===== src/core/ccr_flags_pkg.sv =====
package ccr_flags_pkg;
   // Flag positions inside the condition code register.
   localparam int unsigned CARRY_BIT = 0;
   localparam int unsigned OVERFLOW_BIT = 1;
   localparam int unsigned ZERO_BIT = 2;
   localparam int unsigned NEGATIVE_BIT = 3;
   localparam int unsigned HALF_CARRY_BIT = 5;
   localparam logic [7:0] CCR_RESET = 8'h00;

   // Avalon byte addresses.
   localparam logic [3:0] FLAGS_ADDR = 4'h0;
   localparam logic [3:0] OPCOUNT_ADDR = 4'h4;
   localparam logic [15:0] OPCOUNT_RESET = 16'h0000;

   typedef enum logic [1:0] {
      size_byte,
      size_word,
      size_long
   } size_e;

   typedef enum logic [4:0] {
      add_op,
      add_with_carry_op,
      subtract_op,
      subtract_with_carry_op,
      negate_op,
      decimal_adjust_add_op,
      decimal_adjust_sub_op,
      increment_op,
      decrement_op,
      signed_divide_op,
      unsigned_divide_op,
      signed_multiply_op,
      unsigned_multiply_op,
      logic_move_op,
      zero_extend_op,
      shift_left_op,
      arith_shift_left_op,
      shift_right_op,
      logic_shift_right_op,
      test_and_set_op,
      control_register_load_op,
      bit_inverted_xor_op,
      bit_xor_op,
      bit_load_op,
      bit_inverted_load_op,
      bit_and_op,
      bit_inverted_and_op,
      bit_or_op,
      bit_inverted_or_op,
      bit_test_op,
      no_flag_op
   } op_e;

   typedef struct packed {
      op_e code;
      size_e size;
      logic two_bit;
      logic to_extended;
      logic [31:0] src;
      logic [31:0] dst;
      logic [31:0] res;
      logic [31:0] res_hi;
      logic dec_carry;
      logic bit_val;
   } op_s;
endpackage


===== src/core/condition_code_flag_logic.sv =====
// Function
// - Flag loads, flag immediates, exception return copy result bits.
// - Those operations on the extended control register change no flag.
// - Zero when all result bits clear; negative copies result top bit.
// - Addition half-carry is carry out of bit m-4.
// - Addition overflow when operand signs agree and result sign differs.
// - Addition carry is carry out of the top bit.
// - Subtract and compare half-carry is borrow out of bit m-4.
// - Subtract and compare carry is borrow out of the top bit.
// - Carry-chained add and subtract keep zero only if already set.
// - Decimal adjust add takes decimal carry; H and V undefined.
// - Decimal adjust subtract takes decimal borrow; H and V undefined.
// - Increment overflow when destination top zero and result top one.
// - Decrement overflow when destination top one and result top zero.
// - Signed divide negative is XOR of divisor and dividend signs.
// - Divides set zero on zero divisor; unsigned N is divisor top.
// - Signed multiply flags from double product; unsigned changes none.
// - Left shifts take carry from top bit, or bit below for two bits.
// - Right shifts take carry from bit 0, or bit 1 for two bits.
// - Test-and-set flags from operand before the set; overflow cleared.
// - Bit inverted XOR carry is XNOR; bit XOR carry is XOR.
module condition_code_flag_logic (
   input wire logic clk_in,
   input wire logic reset_in,
   input wire logic op_valid_in,
   input wire ccr_flags_pkg::op_s op_in,
   output logic [7:0] ccr_out,
   input wire logic [3:0] avs_address_in,
   input wire logic avs_read_in,
   input wire logic avs_write_in,
   input wire logic [31:0] avs_writedata_in,
   input wire logic [3:0] avs_byteenable_in,
   output logic [31:0] avs_readdata_out,
   output logic avs_waitrequest_out
);
   localparam int unsigned HB = ccr_flags_pkg::HALF_CARRY_BIT;
   localparam int unsigned NB = ccr_flags_pkg::NEGATIVE_BIT;
   localparam int unsigned ZB = ccr_flags_pkg::ZERO_BIT;
   localparam int unsigned VB = ccr_flags_pkg::OVERFLOW_BIT;
   localparam int unsigned CB = ccr_flags_pkg::CARRY_BIT;

   logic [7:0] ccr_q;
   logic [7:0] ccr_d;
   logic [15:0] opcount_q;
   logic ack_q;
   logic [31:0] rdata_q;

   function automatic logic [5:0] top_idx(input ccr_flags_pkg::size_e sz);
      case (sz)
         ccr_flags_pkg::size_byte: top_idx = 6'h07;
         ccr_flags_pkg::size_word: top_idx = 6'h0F;
         default: top_idx = 6'h1F;
      endcase
   endfunction

   // True when bits idx down to 0 of v are all zero.
   function automatic logic zero_to(input logic [63:0] v,
                                    input logic [5:0] idx);
      logic [63:0] mask;
      mask = ~(64'hFFFFFFFFFFFFFFFE << idx);
      zero_to = ~|(v & mask);
   endfunction

   wire [5:0] m = top_idx(op_in.size);
   wire [5:0] m2 = {m[4:0], 1'b1};
   wire [5:0] m4 = m - 6'h04;
   wire [5:0] m1 = m - 6'h01;
   wire [5:0] mm2 = m - 6'h02;
   wire [63:0] src_w = {32'h0, op_in.src};
   wire [63:0] dst_w = {op_in.res_hi, op_in.dst};
   wire [63:0] res_w = {op_in.res_hi, op_in.res};
   wire [63:0] dst_lo = {32'h0, op_in.dst};
   wire [63:0] res_lo = {32'h0, op_in.res};
   wire sm = src_w[m];
   wire dm = dst_lo[m];
   wire rm = res_lo[m];
   wire s4 = src_w[m4];
   wire d4 = dst_lo[m4];
   wire r4 = res_lo[m4];
   wire dm1 = dst_lo[m1];
   wire dm2 = dst_lo[mm2];
   wire res_zero = zero_to(res_lo, m);
   wire add_h = (s4 & d4) | (d4 & ~r4) | (s4 & ~r4);
   wire add_v = (sm & dm & ~rm) | (~sm & ~dm & rm);
   wire add_c = (sm & dm) | (dm & ~rm) | (sm & ~rm);
   wire sub_h = (s4 & ~d4) | (~d4 & r4) | (s4 & r4);
   wire sub_v = (~sm & dm & ~rm) | (sm & ~dm & rm);
   wire sub_c = (sm & ~dm) | (~dm & rm) | (sm & rm);
   wire left_c = op_in.two_bit ? dm1 : dm;
   wire right_c = op_in.two_bit ? dst_lo[1] : dst_lo[0];
   wire shal_v = op_in.two_bit ? ~((dm & dm1 & dm2) | (~dm & ~dm1 & ~dm2))
                               : (dm ^ dm1);
   wire c_old = ccr_q[CB];
   wire bv = op_in.bit_val;
   wire flags_hit = avs_address_in == ccr_flags_pkg::FLAGS_ADDR;
   wire count_hit = avs_address_in == ccr_flags_pkg::OPCOUNT_ADDR;
   wire sw_write = avs_write_in & ack_q & flags_hit & avs_byteenable_in[0];

   always_comb begin
      ccr_d = ccr_q;
      case (op_in.code)
         ccr_flags_pkg::add_op,
         ccr_flags_pkg::add_with_carry_op: begin
            ccr_d[HB] = add_h;
            ccr_d[NB] = rm;
            ccr_d[VB] = add_v;
            ccr_d[CB] = add_c;
            if (op_in.code == ccr_flags_pkg::add_op) begin
               ccr_d[ZB] = res_zero;
            end else begin
               ccr_d[ZB] = ccr_q[ZB] & res_zero;
            end
         end
         ccr_flags_pkg::subtract_op,
         ccr_flags_pkg::subtract_with_carry_op: begin
            ccr_d[HB] = sub_h;
            ccr_d[NB] = rm;
            ccr_d[VB] = sub_v;
            ccr_d[CB] = sub_c;
            if (op_in.code == ccr_flags_pkg::subtract_op) begin
               ccr_d[ZB] = res_zero;
            end else begin
               ccr_d[ZB] = ccr_q[ZB] & res_zero;
            end
         end
         ccr_flags_pkg::negate_op: begin
            ccr_d[HB] = d4 | r4;
            ccr_d[NB] = rm;
            ccr_d[ZB] = res_zero;
            ccr_d[VB] = dm & rm;
            ccr_d[CB] = dm | rm;
         end
         // Half-carry and overflow are undefined here and are kept.
         ccr_flags_pkg::decimal_adjust_add_op,
         ccr_flags_pkg::decimal_adjust_sub_op: begin
            ccr_d[NB] = rm;
            ccr_d[ZB] = res_zero;
            ccr_d[CB] = op_in.dec_carry;
         end
         ccr_flags_pkg::increment_op: begin
            ccr_d[NB] = rm;
            ccr_d[ZB] = res_zero;
            ccr_d[VB] = ~dm & rm;
         end
         ccr_flags_pkg::decrement_op: begin
            ccr_d[NB] = rm;
            ccr_d[ZB] = res_zero;
            ccr_d[VB] = dm & ~rm;
         end
         ccr_flags_pkg::signed_divide_op: begin
            ccr_d[NB] = sm ^ dst_w[m2];
            ccr_d[ZB] = zero_to(src_w, m);
         end
         ccr_flags_pkg::unsigned_divide_op: begin
            ccr_d[NB] = sm;
            ccr_d[ZB] = zero_to(src_w, m);
         end
         ccr_flags_pkg::signed_multiply_op: begin
            ccr_d[NB] = res_w[m2];
            ccr_d[ZB] = zero_to(res_w, m2);
         end
         ccr_flags_pkg::logic_move_op: begin
            ccr_d[NB] = rm;
            ccr_d[ZB] = res_zero;
            ccr_d[VB] = 1'b0;
         end
         ccr_flags_pkg::zero_extend_op: begin
            ccr_d[NB] = 1'b0;
            ccr_d[ZB] = res_zero;
            ccr_d[VB] = 1'b0;
         end
         ccr_flags_pkg::shift_left_op,
         ccr_flags_pkg::arith_shift_left_op: begin
            ccr_d[NB] = rm;
            ccr_d[ZB] = res_zero;
            ccr_d[CB] = left_c;
            if (op_in.code == ccr_flags_pkg::arith_shift_left_op) begin
               ccr_d[VB] = shal_v;
            end else begin
               ccr_d[VB] = 1'b0;
            end
         end
         ccr_flags_pkg::shift_right_op,
         ccr_flags_pkg::logic_shift_right_op: begin
            ccr_d[NB] = (op_in.code == ccr_flags_pkg::shift_right_op) & rm;
            ccr_d[ZB] = res_zero;
            ccr_d[VB] = 1'b0;
            ccr_d[CB] = right_c;
         end
         ccr_flags_pkg::test_and_set_op: begin
            ccr_d[NB] = dm;
            ccr_d[ZB] = zero_to(dst_lo, m);
            ccr_d[VB] = 1'b0;
         end
         ccr_flags_pkg::control_register_load_op: begin
            if (!op_in.to_extended) begin
               ccr_d = op_in.res[7:0];
            end
         end
         ccr_flags_pkg::bit_inverted_xor_op: begin
            ccr_d[CB] = ~(c_old ^ bv);
         end
         ccr_flags_pkg::bit_xor_op: ccr_d[CB] = c_old ^ bv;
         ccr_flags_pkg::bit_load_op: ccr_d[CB] = bv;
         ccr_flags_pkg::bit_inverted_load_op: ccr_d[CB] = ~bv;
         ccr_flags_pkg::bit_and_op: ccr_d[CB] = c_old & bv;
         ccr_flags_pkg::bit_inverted_and_op: ccr_d[CB] = c_old & ~bv;
         ccr_flags_pkg::bit_or_op: ccr_d[CB] = c_old | bv;
         ccr_flags_pkg::bit_inverted_or_op: ccr_d[CB] = c_old | ~bv;
         ccr_flags_pkg::bit_test_op: ccr_d[ZB] = ~bv;
         default: ccr_d = ccr_q;
      endcase
   end

   // An instruction update wins over a software write in the same cycle.
   always_ff @(posedge clk_in) begin
      if (reset_in) begin
         ccr_q <= ccr_flags_pkg::CCR_RESET;
      end else if (op_valid_in) begin
         ccr_q <= ccr_d;
      end else if (sw_write) begin
         ccr_q <= avs_writedata_in[7:0];
      end
   end

   always_ff @(posedge clk_in) begin
      if (reset_in) begin
         opcount_q <= ccr_flags_pkg::OPCOUNT_RESET;
      end else if (op_valid_in) begin
         opcount_q <= opcount_q + 16'h0001;
      end
   end

   // Every access is answered one cycle after it is presented.
   wire bus_req = avs_read_in | avs_write_in;
   wire [31:0] rd_mux = flags_hit ? {24'h0, ccr_q} :
                        count_hit ? {16'h0, opcount_q} : 32'h0;

   always_ff @(posedge clk_in) begin
      if (reset_in) begin
         ack_q <= 1'b0;
         rdata_q <= 32'h0;
      end else begin
         ack_q <= bus_req & ~ack_q;
         if (avs_read_in & ~ack_q) begin
            rdata_q <= rd_mux;
         end
      end
   end

   assign avs_waitrequest_out = bus_req & ~ack_q;
   assign avs_readdata_out = rdata_q;
   assign ccr_out = ccr_q;

   wire is_byte = op_in.size == ccr_flags_pkg::size_byte;

   AST_LOAD_COPY: assert property (@(posedge clk_in)
      disable iff (reset_in)
      op_valid_in && op_in.code == ccr_flags_pkg::control_register_load_op
      && !op_in.to_extended |=> ccr_q == $past(op_in.res[7:0]))
      else $error("flags not loaded from result");
   AST_EXT_KEEPS: assert property (@(posedge clk_in)
      disable iff (reset_in)
      op_valid_in && op_in.code == ccr_flags_pkg::control_register_load_op
      && op_in.to_extended |=> ccr_q == $past(ccr_q))
      else $error("flags changed on extended register load");
   AST_MOVE_NZ: assert property (@(posedge clk_in)
      disable iff (reset_in)
      op_valid_in && op_in.code == ccr_flags_pkg::logic_move_op && is_byte
      |=> ccr_q[ZB] == ($past(op_in.res[7:0]) == 8'h00)
      && ccr_q[NB] == $past(op_in.res[7]) && !ccr_q[VB])
      else $error("move flags wrong");
   AST_ADD_V: assert property (@(posedge clk_in)
      disable iff (reset_in)
      op_valid_in && op_in.code == ccr_flags_pkg::add_op && is_byte
      && op_in.src[7] == op_in.dst[7] && op_in.res[7] != op_in.dst[7]
      |=> ccr_q[VB])
      else $error("add overflow missed");
   AST_ADD_WITH_CARRY_OP_Z: assert property (@(posedge clk_in)
      disable iff (reset_in)
      op_valid_in && op_in.code == ccr_flags_pkg::add_with_carry_op
      && !ccr_q[ZB] |=> !ccr_q[ZB])
      else $error("chained zero set without prior zero");
   AST_INC_KEEP: assert property (@(posedge clk_in)
      disable iff (reset_in)
      op_valid_in && op_in.code == ccr_flags_pkg::increment_op
      |=> ccr_q[HB] == $past(ccr_q[HB]) && ccr_q[CB] == $past(ccr_q[CB]))
      else $error("increment touched carry");
   AST_SHL_C: assert property (@(posedge clk_in)
      disable iff (reset_in)
      op_valid_in && op_in.code == ccr_flags_pkg::shift_left_op && is_byte
      |=> ccr_q[CB] == ($past(op_in.two_bit) ? $past(op_in.dst[6])
                                             : $past(op_in.dst[7])))
      else $error("left shift carry wrong");
   AST_BIT_INVERTED_XOR_OP_C: assert property (@(posedge clk_in)
      disable iff (reset_in)
      op_valid_in && op_in.code == ccr_flags_pkg::bit_inverted_xor_op
      |=> ccr_q[CB] == ($past(ccr_q[CB]) == $past(op_in.bit_val)))
      else $error("inverted bit xor carry wrong");
   AST_MULU_KEEP: assert property (@(posedge clk_in)
      disable iff (reset_in)
      op_valid_in && op_in.code == ccr_flags_pkg::unsigned_multiply_op
      |=> $stable(ccr_q))
      else $error("unsigned multiply changed flags");
   AST_TAS_V: assert property (@(posedge clk_in)
      disable iff (reset_in)
      op_valid_in && op_in.code == ccr_flags_pkg::test_and_set_op
      |=> !ccr_q[VB] && ccr_q[ZB] == ($past(op_in.dst[7:0]) == 8'h00))
      else $error("test-and-set flags wrong");
   AST_ADD_H: assert property (@(posedge clk_in)
      disable iff (reset_in)
      op_valid_in && op_in.code == ccr_flags_pkg::add_op && is_byte
      |=> ccr_q[HB] == $past(op_in.src[3] & op_in.dst[3]
      | op_in.dst[3] & ~op_in.res[3] | op_in.src[3] & ~op_in.res[3]))
      else $error("add half-carry wrong");
   AST_ADD_C: assert property (@(posedge clk_in)
      disable iff (reset_in)
      op_valid_in && op_in.code == ccr_flags_pkg::add_op && is_byte
      |=> ccr_q[CB] == $past(op_in.src[7] & op_in.dst[7]
      | op_in.dst[7] & ~op_in.res[7] | op_in.src[7] & ~op_in.res[7]))
      else $error("add carry wrong");
   AST_SUB_H: assert property (@(posedge clk_in)
      disable iff (reset_in)
      op_valid_in && op_in.code == ccr_flags_pkg::subtract_op && is_byte
      |=> ccr_q[HB] == $past(op_in.src[3] & ~op_in.dst[3]
      | ~op_in.dst[3] & op_in.res[3] | op_in.src[3] & op_in.res[3]))
      else $error("subtract half-carry wrong");
   AST_SUB_C: assert property (@(posedge clk_in)
      disable iff (reset_in)
      op_valid_in && op_in.code == ccr_flags_pkg::subtract_op && is_byte
      |=> ccr_q[CB] == $past(op_in.src[7] & ~op_in.dst[7]
      | ~op_in.dst[7] & op_in.res[7] | op_in.src[7] & op_in.res[7]))
      else $error("subtract carry wrong");
   AST_INC_V: assert property (@(posedge clk_in)
      disable iff (reset_in)
      op_valid_in && op_in.code == ccr_flags_pkg::increment_op && is_byte
      |=> ccr_q[VB] == $past(~op_in.dst[7] & op_in.res[7]))
      else $error("increment overflow wrong");
   AST_SHR_C: assert property (@(posedge clk_in)
      disable iff (reset_in)
      op_valid_in && op_in.code == ccr_flags_pkg::logic_shift_right_op
      && is_byte
      |=> ccr_q[CB] == ($past(op_in.two_bit) ? $past(op_in.dst[1])
                                             : $past(op_in.dst[0])))
      else $error("right shift carry wrong");
   AST_DIV_Z: assert property (@(posedge clk_in)
      disable iff (reset_in)
      op_valid_in && op_in.code == ccr_flags_pkg::signed_divide_op && is_byte
      |=> ccr_q[ZB] == ($past(op_in.src[7:0]) == 8'h00))
      else $error("divide zero flag wrong");
endmodule


===== config.mk =====
export PLATFORM = sky130hd
export DESIGN_NAME = condition_code_flag_logic
export DESIGN_NICKNAME = d
export VERILOG_FILES = /design/src/core/ccr_flags_pkg.sv /design/src/core/condition_code_flag_logic.sv
export SDC_FILE = /design/constraint.sdc
export NUM_CORES = 1
export LEC_CHECK = 0
export BUFFER_PORTS_ARGS = -buffer_cell sky130_fd_sc_hd__buf_2
export CAP_MARGIN = 20
export CORE_UTILIZATION = 38
export CTS_BUF_LIST = sky130_fd_sc_hd__clkbuf_4 sky130_fd_sc_hd__clkbuf_8 sky130_fd_sc_hd__clkbuf_16
export DETAILED_ROUTE_END_ITERATION = 7
export PLACE_DENSITY = 0.76
export SLEW_MARGIN = 20
export SYNTH_ARGS = -nofsm -noshare
export SYNTH_HDL_FRONTEND = slang
export SYNTH_SLANG_ARGS = --single-unit

===== constraint.sdc =====
create_clock -name clk_in -period 2.6 [get_ports clk_in]
set_input_delay 0.52 -clock clk_in [delete_from_list [all_inputs] [get_ports clk_in]]
set_output_delay 0.52 -clock clk_in [all_outputs]
set_load 0.01 [all_outputs]

==> key figures <==
Outcome
  – Status: completed

Pwr
  – Peak supply drop: between 0.2 and 0.3 mV
  – Clock power share: 0.301
  – Ratio of total power to cell area: about 370 nW/µm²
  – Leakage: roughly 2.0 nW
  – Sequential share of power: 0.393
  – Internal: 1.17 mW
  – Sw frac: 0.311
  – Total power: 1.70 mW
  – Comb pwr share: 0.306
  – Psw: 527 µW

Worst setup path
  – Setup crit start kind: primary input
  – CP Class: in -> reg
  – Most frequent CP cell: mux2_2
  – R2R Path Start: opcount_q[2]
  – Crit-path max cell delay: ~0.42 ns
  – Worst path arrival time: approximately 2.4 ns
  – R2r endpoint: opcount_q[15]
  – Worst Reg-to-Reg Cells: 5
  – Worst setup EP type: register
  – Required time of the critical path: about 2.8 ns
  – Crit-path slowest cell: o41a_1
  – R2R Setup Slk: approximately 0.9 ns
  – Crit path cell chain: buf_2, mux2_2, mux2i_1, ha_1, mux2_2, nand2_1, o2111ai_1, o41ai_1, o41a_1, o21a_1
  – Critical path peak fanout: 3

STA
  – Final setup viols: 0
  – Fmax achieved: 450 MHz
  – Final Cycle Share: 0.855
  – Clk_skew: approximately 0.0047 ns
  – Final hold violation count: 0
  – Slew @ Worst Pin: between 0.6 and 0.7 ns
  – Slew Limit Fails: 0
  – Setup TNS Final: 0 ns
  – Crit path time final: around 2.2 ns
  – Unrepaired setup endpoints after global routing: no
  – Max-Slew Margin vs Limit: 0.580

GRT
  – Largest net degree at the start of global routing: 39
  – Initial antenna violation count: 0
  – GRT Util Overall: 0.259
  – Grt ovf: 0
  – Vias in the first global route: 4145
  – Global-route wire length before repair: about 20 mm

Finish
  – # diodes: 0
  – Ratio of cells with drive above 1 in the final layout: 0.359
  – Final instance area: between 4000 and 5000 µm²
  – Layout Nets: between 800 and 900
  – Synth-to-Final Area Change: 33.5%
  – Non-filler instance count after layout: 751

Yosys
  – Most frequent cell after synthesis: nor2_1
  – Top cells by area, synth: dfxtp_1 (24%), mux2i_1 (5.8%), nor4_1 (5.4%)
  – Cell taking the most area after synthesis: dfxtp_1
  – Cell Area, Synth: around 3500 µm²
  – Area share of the largest cell type after synthesis: 0.238
  – Synth cell types: between 60 and 70
  – Ys async rst share: 0
  – Yosys reg bits: 41
  – Syn. warnings: 0
  – Commonest cells post-synth: nor2_1 (42), dfxtp_1 (41), nand2_1 (36)
  – Ys flop type: dfxtp_1
  – Post-synthesis sequential area ratio: 0.238
  – Syn_area_per_cell: roughly 7.5 µm²
  – Number of synthesized flops with an enable pin: 0
  – Post-Syn Instances: around 460

Routing
  – Total vias in the final route: roughly 4.2k
  – Post-route ant nets: 0
  – Highest metal used: met4
  – WL final: roughly 12 mm
  – Initial DRT Pass Iterations: 5
  – WL met1: just over 5 mm
  – Drt initial violations: 312
  – Avg WL per Cell: roughly 16 µm
  – Remaining DRCs: 0
  – Vias/cell: 5.62
  – WL met3: between 700 and 800 µm
  – Met2 WL: roughly 6.2 mm

Place
  – Dpl cell area: approximately 4500 µm²
  – Port Buf Inserts: roughly 180
  – Dpl hpwl: 10.2 mm
  – Placed Cells: about 740
  – Gpl congestion: between 0.9 and 1

CTS
  – Maximum clock path buffer count: 2
  – H-tree lvl count: 2
  – Clock-pin slew on the worst setup and hold paths: roughly 0.08 ns
  – CTS tree: done
  – Hold buffers post-CTS: 0
  – Clock latency on the worst-skew pair: slightly below 0.3 ns
  – CTS root buffer: clkbuf_8
  – Post-CTS sizing: 0
  – Clk sinks: 41
  – Total CTS buffers: 5
  – Setup bufs post-CTS: 0

Floorplan
  – Die Span Y: ~100 µm
  – Row Count: 34
  – Die width: between 90 and 100 µm
  – # IOs: roughly 230
  – Core Box Area: 8760 µm²
  – Full die area: approximately 9500 µm²
  – Starting Density: 0.394

Min path
  – Hold Path Class: reg -> reg
  – WHS Endpoint: avs_readdata_out[15]
  – WHS Path Cells: 2
  – Hold path start: avs_readdata_out[15]

Job
  – Max-Cap Viols: 0
[per-stage QoR]
stage,util,hold slack [ns],setup slack [ns]
finish,0.526,0.450,0.377
global route,0.526,0.466,0.284
CTS,0.526,0.455,0.391
detailed placement,0.513,0.443,0.0942
global placement,0.513,0.436,0.148
floorplan,-,0.460,0.107
[power groups by stage]
| stage | Sequential, mW | Clock [mW] | Combinational [mW] |
|---|---|---|---|
| 2_1_floorplan | 0.684 | 0 | 0.283 |
| 3_3_place_gp | 0.680 | 0 | 0.507 |
| 3_5_place_dp | 0.681 | 0 | 0.514 |
| 4_1_cts | 0.666 | 0.523 | 0.516 |
| 5_1_grt | 0.669 | 0.547 | 0.568 |
| 6_report | 0.667 | 0.512 | 0.519 |
[cell usage in the layout (no fill, tap or decap), types with 17 or more instances in the layout]
cell type  Yosys  layout
nor4_1        30      30
o21ai_0       19      19
dfxtp_1       41      41
mux2i_1       20      20
nor2_1        42      42
nand3_1       17      17
a21oi_1       34      34
buf_4         16      23
nand2_1       36      36
nor3_1        17      17
buf_2          1     181
[cells by family after synthesis]
family,after synthesis,share of synthesized area
AND/OR/NAND/NOR,198,0.306
AO/OA/AOI/OAI,114,0.223
buffers and inverters,56,0.0786
flip-flops,41,0.238
multiplexers,29,0.0905
XOR/XNOR,17,0.0431
adder cells (fa/ha/maj),6,0.0196
other,1,0.00109
[critical path, delay by kind of cell]
kind	cells	cell delay (ns)
mux	3	0.73
simple gates	1	0.05
buf+inv	1	0.11
fa+ha+maj	1	0.22
compound gates	4	0.77
[registers in the layout, summed over array words and instances, names as in the netlist]
signal            cells
ack_q                 1
ccr_out               8
opcount_q            16
avs_readdata_out     16
[final cells by class]
| type | count | area [µm²] |
|---|---|---|
| Multi-Input combinational cell | 380 | 2420 |
| Inverter | 10 | 37.5 |
| Fill cell | 885 | 4150 |
| Clock inverter | 3 | 46.3 |
| Sequential cell | 41 | 821 |
| Clock buffer | 5 | 68.8 |
| Tap cell | 108 | 135 |
| Timing Repair Buffer | 204 | 1080 |
[worst max path at each step]
stage | startpoint | to | slack (ns) | depth (start not counted)
4_1_cts | op_in[132] | ccr_out[1] | 0.39 | 10
6_report | op_in[132] | ccr_out[1] | 0.38 | 10
2_1_floorplan | op_in[132] | ccr_out[1] | 0.11 | 9
3_5_place_dp | op_in[132] | ccr_out[1] | 0.09 | 10
5_1_grt | op_in[132] | ccr_out[1] | 0.28 | 11
3_3_place_gp | op_in[132] | ccr_out[1] | 0.15 | 10
[layer usage]
layer | vias up | track usage
met4 | 0 | 0.0848
met2 | 187 | 0.464
met5 | - | 0
met1 | 1944 | 0.309
met3 | 22 | 0.0482
li1 | 2070 | -
No activity file was read; power rests on OpenSTA's default activity.
